File: src/kwu_pkg.sv
// Package with register map, field positions and timing constants of the key wakeup block.
package key_wakeup_pkg;
  localparam int ADDR_W = 8;
  // Printed offset 0x31 is not a multiple of four, so it is an index.
  localparam logic [7:0] IDX_WAKE_PIN_ENABLE = 8'h31;
  localparam logic [7:0] IDX_SYSTEM_CONTROL_ONE = 8'h38;
  localparam logic [7:0] IDX_WAKE_STATUS = 8'h39;
  localparam logic [ADDR_W-1:0] ADDR_WAKE_PIN_ENABLE = 8'(IDX_WAKE_PIN_ENABLE * 4);
  localparam logic [ADDR_W-1:0] ADDR_SYSTEM_CONTROL_ONE = 8'(IDX_SYSTEM_CONTROL_ONE * 4);
  localparam logic [ADDR_W-1:0] ADDR_WAKE_STATUS = 8'(IDX_WAKE_STATUS * 4);
  // Wake pin enable field: bits 7..4 for inputs d..a.
  localparam int WAKE_EN_LSB = 4;
  localparam logic [3:0] WAKE_EN_RESET = 4'h0;
  // System control one: bit 0 requests sleep, bit 1 selects level release.
  localparam int SCO_SLEEP_BIT = 0;
  localparam int SCO_LEVEL_MODE_BIT = 1;
  localparam logic LEVEL_MODE_RESET = 1'b0;
  // Warm-up time in ns and its cycle count at the 40 ns clock.
  localparam int CLOCK_PERIOD_NS = 40;
  localparam int WARMUP_NS = 2000;
  localparam int WARMUP_CYCLES = (WARMUP_NS + CLOCK_PERIOD_NS - 1) / CLOCK_PERIOD_NS;
  localparam logic [1:0] RESP_OKAY = 2'h0;
  localparam logic [1:0] RESP_SLVERR = 2'h2;
  typedef enum logic [1:0] {ST_RUN = 2'h0, ST_SLEEP = 2'h1, ST_WARMUP = 2'h3} sleep_state_e;
endpackage : key_wakeup_pkg

File: src/kwu_sync_if.sv
// Interface carrying raw pins into the synchroniser and filtered levels out.
`timescale 1ns/10ps
`default_nettype none
interface key_wakeup_sync_if;
  logic [4:0] raw;
  logic [4:0] level;
  modport sync (input raw, output level);
  modport user (output raw, input level);
endinterface : key_wakeup_sync_if
`default_nettype wire
File: src/key_wakeup.sv
// Key wakeup release logic with AXI4-Lite register access and sleep controller.
//
// Summary of operation
// - Halt pin and four wake inputs end sleep.
// - One enable bit per wake input.
// - Sleep entered by register, left on low wake input or high halt pin.
// - Pending release at entry starts warm-up immediately.
// - Halt pin always releases, no enable.
// - Level mode high/low; edge mode rising, inputs unused.
`timescale 1ns/10ps
`default_nettype none
module key_wakeup (
  input wire logic i_clock,
  input wire logic i_resetn,
  input wire logic [key_wakeup_pkg::ADDR_W-1:0] i_awaddr,
  input wire logic i_awvalid,
  output logic o_awready,
  input wire logic [31:0] i_wdata,
  input wire logic [3:0] i_wstrb,
  input wire logic i_wvalid,
  output logic o_wready,
  output logic [1:0] o_bresp,
  output logic o_bvalid,
  input wire logic i_bready,
  input wire logic [key_wakeup_pkg::ADDR_W-1:0] i_araddr,
  input wire logic i_arvalid,
  output logic o_arready,
  output logic [31:0] o_rdata,
  output logic [1:0] o_rresp,
  output logic o_rvalid,
  input wire logic i_rready,
  input wire logic i_halt_release,
  input wire logic i_wake_input_a,
  input wire logic i_wake_input_b,
  input wire logic i_wake_input_c,
  input wire logic i_wake_input_d,
  output logic o_sleeping,
  output logic o_warmup,
  output logic o_release_request
);
  import key_wakeup_pkg::*;

  logic [3:0] wake_en;
  logic level_mode;
  sleep_state_e state;
  logic [7:0] warm_count;
  logic halt_prev;
  logic aw_held;
  logic w_held;
  logic [ADDR_W-1:0] aw_addr;
  logic [31:0] w_data;
  logic w_lane0;

  key_wakeup_sync_if pins_if ();
  assign pins_if.raw = {i_wake_input_d, i_wake_input_c, i_wake_input_b, i_wake_input_a,
                        i_halt_release};
  key_wakeup_pin_sync u_sync (
    .i_clock(i_clock),
    .i_resetn(i_resetn),
    .pins(pins_if)
  );

  wire logic halt_level = pins_if.level[0];
  wire logic [3:0] wake_level = pins_if.level[4:1];
  wire logic wake_low_any = |(wake_en & ~wake_level);
  wire logic halt_rise = halt_level & ~halt_prev;
  // Level mode: halt high or enabled input low; edge mode: halt rising only.
  wire logic halt_cond = level_mode ? halt_level : halt_rise;
  wire logic wake_cond = level_mode & wake_low_any;
  wire logic release_req = halt_cond | wake_cond;

  // Write channel: address and data taken in either order, answered after both.
  wire logic do_write = aw_held & w_held & ~o_bvalid;
  wire logic hit_en = (aw_addr == ADDR_WAKE_PIN_ENABLE);
  wire logic hit_sco = (aw_addr == ADDR_SYSTEM_CONTROL_ONE);
  wire logic sleep_cmd = do_write & hit_sco & w_lane0 & w_data[SCO_SLEEP_BIT];
  wire logic rd_en = (i_araddr == ADDR_WAKE_PIN_ENABLE);
  wire logic rd_sco = (i_araddr == ADDR_SYSTEM_CONTROL_ONE);
  wire logic rd_stat = (i_araddr == ADDR_WAKE_STATUS);
  wire logic rd_hit = rd_en | rd_sco | rd_stat;
  // Wake enable is write only and reads as zero.
  wire logic [31:0] rd_value = rd_sco ? {30'h0, level_mode, 1'b0} :
                               rd_stat ? {24'h0, wake_level, halt_level,
                                          release_req, o_warmup, o_sleeping} : 32'h0;

  assign o_awready = ~aw_held;
  assign o_wready = ~w_held;
  assign o_arready = ~o_rvalid;

  always_ff @(posedge i_clock) begin
    if (!i_resetn) begin
      aw_held <= 1'b0;
      w_held <= 1'b0;
      aw_addr <= '0;
      w_data <= 32'h0;
      w_lane0 <= 1'b0;
    end else begin
      if (i_awvalid && !aw_held) begin
        aw_held <= 1'b1;
        aw_addr <= i_awaddr;
      end else if (do_write) begin
        aw_held <= 1'b0;
      end
      if (i_wvalid && !w_held) begin
        w_held <= 1'b1;
        w_data <= i_wdata;
        w_lane0 <= i_wstrb[0];
      end else if (do_write) begin
        w_held <= 1'b0;
      end
    end
  end

  always_ff @(posedge i_clock) begin
    if (!i_resetn) begin
      o_bvalid <= 1'b0;
      o_bresp <= RESP_OKAY;
    end else if (do_write) begin
      o_bvalid <= 1'b1;
      o_bresp <= (hit_en || hit_sco) ? RESP_OKAY : RESP_SLVERR;
    end else if (i_bready) begin
      o_bvalid <= 1'b0;
    end
  end

  always_ff @(posedge i_clock) begin
    if (!i_resetn) begin
      wake_en <= WAKE_EN_RESET;
      level_mode <= LEVEL_MODE_RESET;
    end else if (do_write && w_lane0) begin
      if (hit_en) begin
        wake_en <= w_data[WAKE_EN_LSB +: 4];
      end
      if (hit_sco) begin
        level_mode <= w_data[SCO_LEVEL_MODE_BIT];
      end
    end
  end

  always_ff @(posedge i_clock) begin
    if (!i_resetn) begin
      o_rvalid <= 1'b0;
      o_rdata <= 32'h0;
      o_rresp <= RESP_OKAY;
    end else if (i_arvalid && !o_rvalid) begin
      o_rvalid <= 1'b1;
      o_rdata <= rd_value;
      o_rresp <= rd_hit ? RESP_OKAY : RESP_SLVERR;
    end else if (i_rready) begin
      o_rvalid <= 1'b0;
    end
  end

  // Sleep controller with warm-up count after each release.
  always_ff @(posedge i_clock) begin
    if (!i_resetn) begin
      state <= ST_RUN;
      warm_count <= 8'h00;
      halt_prev <= 1'b0;
      o_release_request <= 1'b0;
    end else begin
      halt_prev <= halt_level;
      o_release_request <= release_req;
      case (state)
        ST_RUN: begin
          if (sleep_cmd) begin
            // A release already pending skips sleep and warms up at once.
            state <= release_req ? ST_WARMUP : ST_SLEEP;
            warm_count <= 8'(WARMUP_CYCLES - 1);
          end
        end
        ST_SLEEP: begin
          if (release_req) begin
            state <= ST_WARMUP;
            warm_count <= 8'(WARMUP_CYCLES - 1);
          end
        end
        ST_WARMUP: begin
          if (warm_count == 8'h00) begin
            state <= ST_RUN;
          end else begin
            warm_count <= warm_count - 8'h01;
          end
        end
        default: state <= ST_RUN;
      endcase
    end
  end
  assign o_sleeping = (state == ST_SLEEP);
  assign o_warmup = (state == ST_WARMUP);

  chk_pending_skips_sleep: assert property (@(posedge i_clock) disable iff (!i_resetn)
    (state == ST_RUN && sleep_cmd && release_req) |=> o_warmup)
    else $error("sleep entered with release pending");
  chk_wake_low_release: assert property (@(posedge i_clock) disable iff (!i_resetn)
    (o_sleeping && level_mode && wake_low_any) |=> o_warmup)
    else $error("enabled low wake input did not release");
  chk_disabled_ignored: assert property (@(posedge i_clock) disable iff (!i_resetn)
    (o_sleeping && wake_en == 4'h0 && !halt_level && !halt_prev) |=> !o_warmup)
    else $error("disabled wake inputs released sleep");
  chk_halt_high_level: assert property (@(posedge i_clock) disable iff (!i_resetn)
    (o_sleeping && level_mode && halt_level) |=> o_warmup)
    else $error("halt pin high did not release");
  chk_edge_mode_inputs: assert property (@(posedge i_clock) disable iff (!i_resetn)
    (o_sleeping && !level_mode && !halt_level) |=> o_sleeping)
    else $error("edge mode released without rising halt pin");
  chk_request_or: assert property (@(posedge i_clock) disable iff (!i_resetn)
    (halt_cond || wake_cond) |=> o_release_request)
    else $error("release request missing");
  chk_warmup_length: assert property (@(posedge i_clock) disable iff (!i_resetn)
    $rose(o_warmup) |-> o_warmup [*8])
    else $error("warm-up ended early");
  chk_warmup_ends: assert property (@(posedge i_clock) disable iff (!i_resetn)
    $rose(o_warmup) |-> ##[1:60] !o_warmup)
    else $error("warm-up did not end");
  cov_sleep_release: cover property (@(posedge i_clock) disable iff (!i_resetn)
    o_sleeping ##1 o_warmup);
  cov_immediate_warmup: cover property (@(posedge i_clock) disable iff (!i_resetn)
    (state == ST_RUN && sleep_cmd && release_req));
  cov_edge_release: cover property (@(posedge i_clock) disable iff (!i_resetn)
    (o_sleeping && !level_mode && halt_rise));
endmodule : key_wakeup
`default_nettype wire

File: src/kwu_pin_sync.sv
// Three-stage pin synchroniser that accepts a change once stages two and three agree.
`timescale 1ns/10ps
`default_nettype none
module key_wakeup_pin_sync (
  input wire logic i_clock,
  input wire logic i_resetn,
  key_wakeup_sync_if.sync pins
);
  logic [4:0] stage1;
  logic [4:0] stage2;
  logic [4:0] stage3;
  logic [4:0] held;
  wire logic [4:0] agree = ~(stage2 ^ stage3);
  wire logic [4:0] next_held = (agree & stage3) | (~agree & held);

  // Reset value matches idle pins: wake inputs high, halt pin low.
  always_ff @(posedge i_clock) begin
    if (!i_resetn) begin
      stage1 <= 5'h1E;
      stage2 <= 5'h1E;
      stage3 <= 5'h1E;
      held <= 5'h1E;
    end else begin
      stage1 <= pins.raw;
      stage2 <= stage1;
      stage3 <= stage2;
      held <= next_held;
    end
  end
  assign pins.level = held;
endmodule : key_wakeup_pin_sync
`default_nettype wire

File: config.mk
export PLATFORM = sky130hd
export DESIGN_NAME = key_wakeup
export DESIGN_NICKNAME = d
export VERILOG_FILES = /design/src/kwu_pkg.sv /design/src/kwu_sync_if.sv /design/src/key_wakeup.sv /design/src/kwu_pin_sync.sv
export SDC_FILE = /design/constraint.sdc
export NUM_CORES = 1
export LEC_CHECK = 0
export BUFFER_PORTS_ARGS = -buffer_cell sky130_fd_sc_hd__buf_2
export CAP_MARGIN = 20
export CORE_UTILIZATION = 44
export CTS_CLUSTER_DIAMETER = 60
export DETAILED_ROUTE_END_ITERATION = 7
export GPL_TIMING_DRIVEN = 0
export HOLD_SLACK_MARGIN = 0.06
export PLACE_DENSITY_LB_ADDON = 0.1
export SLEW_MARGIN = 20
export SYNTH_ARGS = -nofsm -noshare
export SYNTH_HDL_FRONTEND = slang
export SYNTH_SLANG_ARGS = --single-unit
export TNS_END_PERCENT = 10
File: constraint.sdc
create_clock -name i_clock -period 2 [get_ports i_clock]
set_clock_uncertainty 0.15 [all_clocks]
set_input_delay 0.3 -clock i_clock [delete_from_list [all_inputs] [get_ports i_clock]]
set_output_delay 0.3 -clock i_clock [all_outputs]
set_load 0.01 [all_outputs]
==> results_dict.tcl <==
set metrics [dict create \
    status "finished, violations left" \
    violations "negative setup slack" \
    setup.worst_path.class "register to register" \
    yosysTopAreaCell "dfxtp_1" \
    p_per_area_nw_per_um2 754.7 \
    min_path_type "input pin to register" \
    core.rowCount 28 \
    worstSetupEndpointType "register" \
    grt_antenna_before_repair 0 \
    ios 108 \
    relSlewSlack_pct 59.51 \
    grt_pass1_vias 1972 \
    die_x_um 82.19 \
    whs_path_depth 2 \
    drc 0 \
    r2r_setup_slack_ns -0.19 \
    place_ws_ns -0.3101 \
    dp.cells 446 \
    cts_sinks 66 \
    die_h_um 82.19 \
    grt_use_met1_pct 23.20 \
    p_leak_nw 1.663 \
    grt_pass1_wl_mm 9.170 \
    antenna_cells 0 \
    clk_pin_slew_ns 0.07 \
    min_period_ns 2.186 \
    dpl_cell_area_sq_um 3277 \
    timing.rr.start "warm_count[3]$_SDFFE_PN0P_" \
    vdd_drop_max_v 0.0005160 \
    seq_area_frac_synth_pct 46.70 \
    via_per_inst 4.648 \
    finalSetupTns_ns -1.195 \
    finalMaxSlewViolations 0 \
    start_util_pct 46.68 \
    gp_congestion 0.7922 \
    drt-initial-drc-count 121 \
    finalNetCount 459 \
    drive_above_1_share_pct 27.20 \
    reg2reg_depth 7 \
    grtUsageMet2_pct 31.16 \
    hpwl_mm 4.052 \
    fin_area_sq_um 3605 \
    yosysWarnings 0 \
    cts_tree "yes" \
    synth_top_cells_by_area "dfxtp_1, mux2i_1, nor2b_1" \
    syn_to_final_growth_pct 27.42 \
    startpoint_type "register" \
    grt_max_degree 12 \
    ys.flop_type "dfxtp_1" \
    rsz0062_at_grt "true" \
    synthArstFlopShare_pct 0 \
    ys_ff_latch 66 \
    ant_nets 0 \
    worstHoldStart "i_arvalid" \
    hold_ws_ns 0.07009 \
    core_area_sq_um 6061 \
    setup_viol 12 \
    wl_per_cell_um 12.27 \
    r2r_end "warm_count[4]$_SDFFE_PN0P_" \
    min_to "o_rvalid$_SDFFE_PN0P_" \
    synth.cell_area_sq_um 2829 \
    busiest_layer "met2" \
    arrival_ns 2.27 \
    cap_violations 0 \
    io_buffers 51 \
    tightest_slew_ns 0.6074 \
    grt_use_met3_pct 3.626 \
    synth.top_cell.area_share_pct 46.70 \
    overflow 0 \
    period_share_pct 109.3 \
    vias 2194 \
    setup_slack_ns -0.1856 \
    cp_max_fo 10 \
    dr.pass1.iters 4 \
    hold_viol 0 \
    htreeDepth 3 \
    clkLatencyLatePin_ns 0.33 \
    fmax_ghz 0.4575 \
    routed_wirelength_mm 5.792 \
    cts_buffers 9 \
    dieArea_sq_um 6754 \
    synth-edff-count 0 \
    fin_cells 472 \
    track_usage_pct 18.73 \
    synth.distinct_cells 41 \
    syn_inst 295 \
    syn-mean-instance-area_sq_um 9.590 \
    worstPathRequired_ns 2.08 \
    cts_max_path_buffers 2 \
    cts_root_buf "clkbuf_8" \
]
[timing repair]
action / CTS / global route
endpoints found under the setup margin: 12 / 13
hold endpoints to repair: 8 / 0
resized for setup: 6 / 1
hold buffers: 8 / 0
pin swaps: 3 / 1
buffers inserted: 3 / 0
[where the power goes]
part           internal, W  total (W)  switching [W]
sequential         0.00135    0.00138      0.0000248
combinational     0.000131   0.000246       0.000115
clock             0.000598    0.00109       0.000497
[kinds of logic after synthesis]
group / share of synthesized area (%)
fa+ha+maj: 0.8844
other cells: 0.1326
buf+inv: 9.686
compound gates: 10.97
mux: 8.536
simple gates: 22.78
xor+xnor: 0.3097
flops: 46.71
[critical path, cell delays in order (launching register included)]
cell      delay (ns)
dfxtp_2         0.34
or4_4           0.55
nor4b_4         0.33
nor2_4          0.10
a211oi_4        0.21
buf_12          0.16
a21oi_1         0.04
o211a_1         0.20
[area by class of cell]
class | instances | area, sq um
clock buffers | 10 | 137.6
flip-flops and latches | 66 | 1323
plain buffers | 36 | 232.7
repair buffers | 62 | 370.4
well taps | 75 | 93.84
multi-input cells | 207 | 1351
inverters | 11 | 41.29
clock inverters | 5 | 55.05
fillers | 568 | 2456
[per-layer routing]
layer	share of wire [%]	routed length (um)
met5	0	0
met4	2.1	121
met3	3.8	221
met2	49	2813
met1	46	2636
[cells in the mapped netlist, types with 9 or more instances]
master and count:
nor2_1 19, nand2b_1 13, clkbuf_1 10, mux2i_1 23
inv_1 11, buf_4 26, dfxtp_1 66, a21oi_1 12
nand2_1 9, o21ai_0 13, nor2b_1 36
[how the worst max path moves through the flow]
stage / startpoint / to / slack [ns] / cells past startpoint
5_1_grt: warm_count[3]$_SDFFE_PN0P_ / warm_count[4]$_SDFFE_PN0P_ / -0.25 / 7
2_1_floorplan: warm_count[3]$_SDFFE_PN0P_ / warm_count[4]$_SDFFE_PN0P_ / -0.08 / 6
6_report: warm_count[3]$_SDFFE_PN0P_ / warm_count[4]$_SDFFE_PN0P_ / -0.19 / 7
3_5_place_dp: warm_count[3]$_SDFFE_PN0P_ / warm_count[0]$_SDFFE_PN0P_ / -0.31 / 6
4_1_cts: warm_count[3]$_SDFFE_PN0P_ / warm_count[4]$_SDFFE_PN0P_ / -0.18 / 7
3_3_place_gp: warm_count[3]$_SDFFE_PN0P_ / warm_count[0]$_SDFFE_PN0P_ / -0.29 / 6
[flip-flops by register name, indices dropped and copies added (netlist names), named ones only]
signal / count
warm_count: 8
w_lane0: 1
u_sync.stage1: 5
o_rvalid: 1
o_rdata: 8
w_held: 1
o_bvalid: 1
w_data: 6
o_release_request: 1
aw_held: 1
halt_prev: 1
wake_en: 4
u_sync.stage2: 5
level_mode: 1
o_bresp: 1
o_rresp: 1
u_sync.stage3: 5
aw_addr: 8
state: 2
[cells in the final DEF (no fill, tap or decap), types with 2 or more instances in the layout]
master and count:
clkinvlp_4 2, nor3b_1 2, and2_1 7, nand2b_1 13, nand3_1 2, mux2i_1 23, ha_1 2, nor3_1 2
conb_1 26, nor2b_1 36, clkinv_2 2, o21a_1 4, buf_2 51, and3_1 2, a21boi_0 3, nand2_1 9
inv_1 11, and2b_2 2, a21oi_1 12, dfxtp_1 65, clkbuf_1 10, o21ai_0 12, nor4_1 2, clkbuf_8 10
a22oi_1 7, nor2_1 19, dlygate4sd3_1 8, o211a_1 2, buf_4 28
[stage by stage]
stage	util [%]	total power, W
after detailed placement	54.07	0.001640
after global routing	59.48	0.002831
after global placement	54.07	0.001635
final	59.48	0.002721
after floorplan	-	0.001565
after CTS	59.39	0.002744
Power figures use the tool's default switching activity.
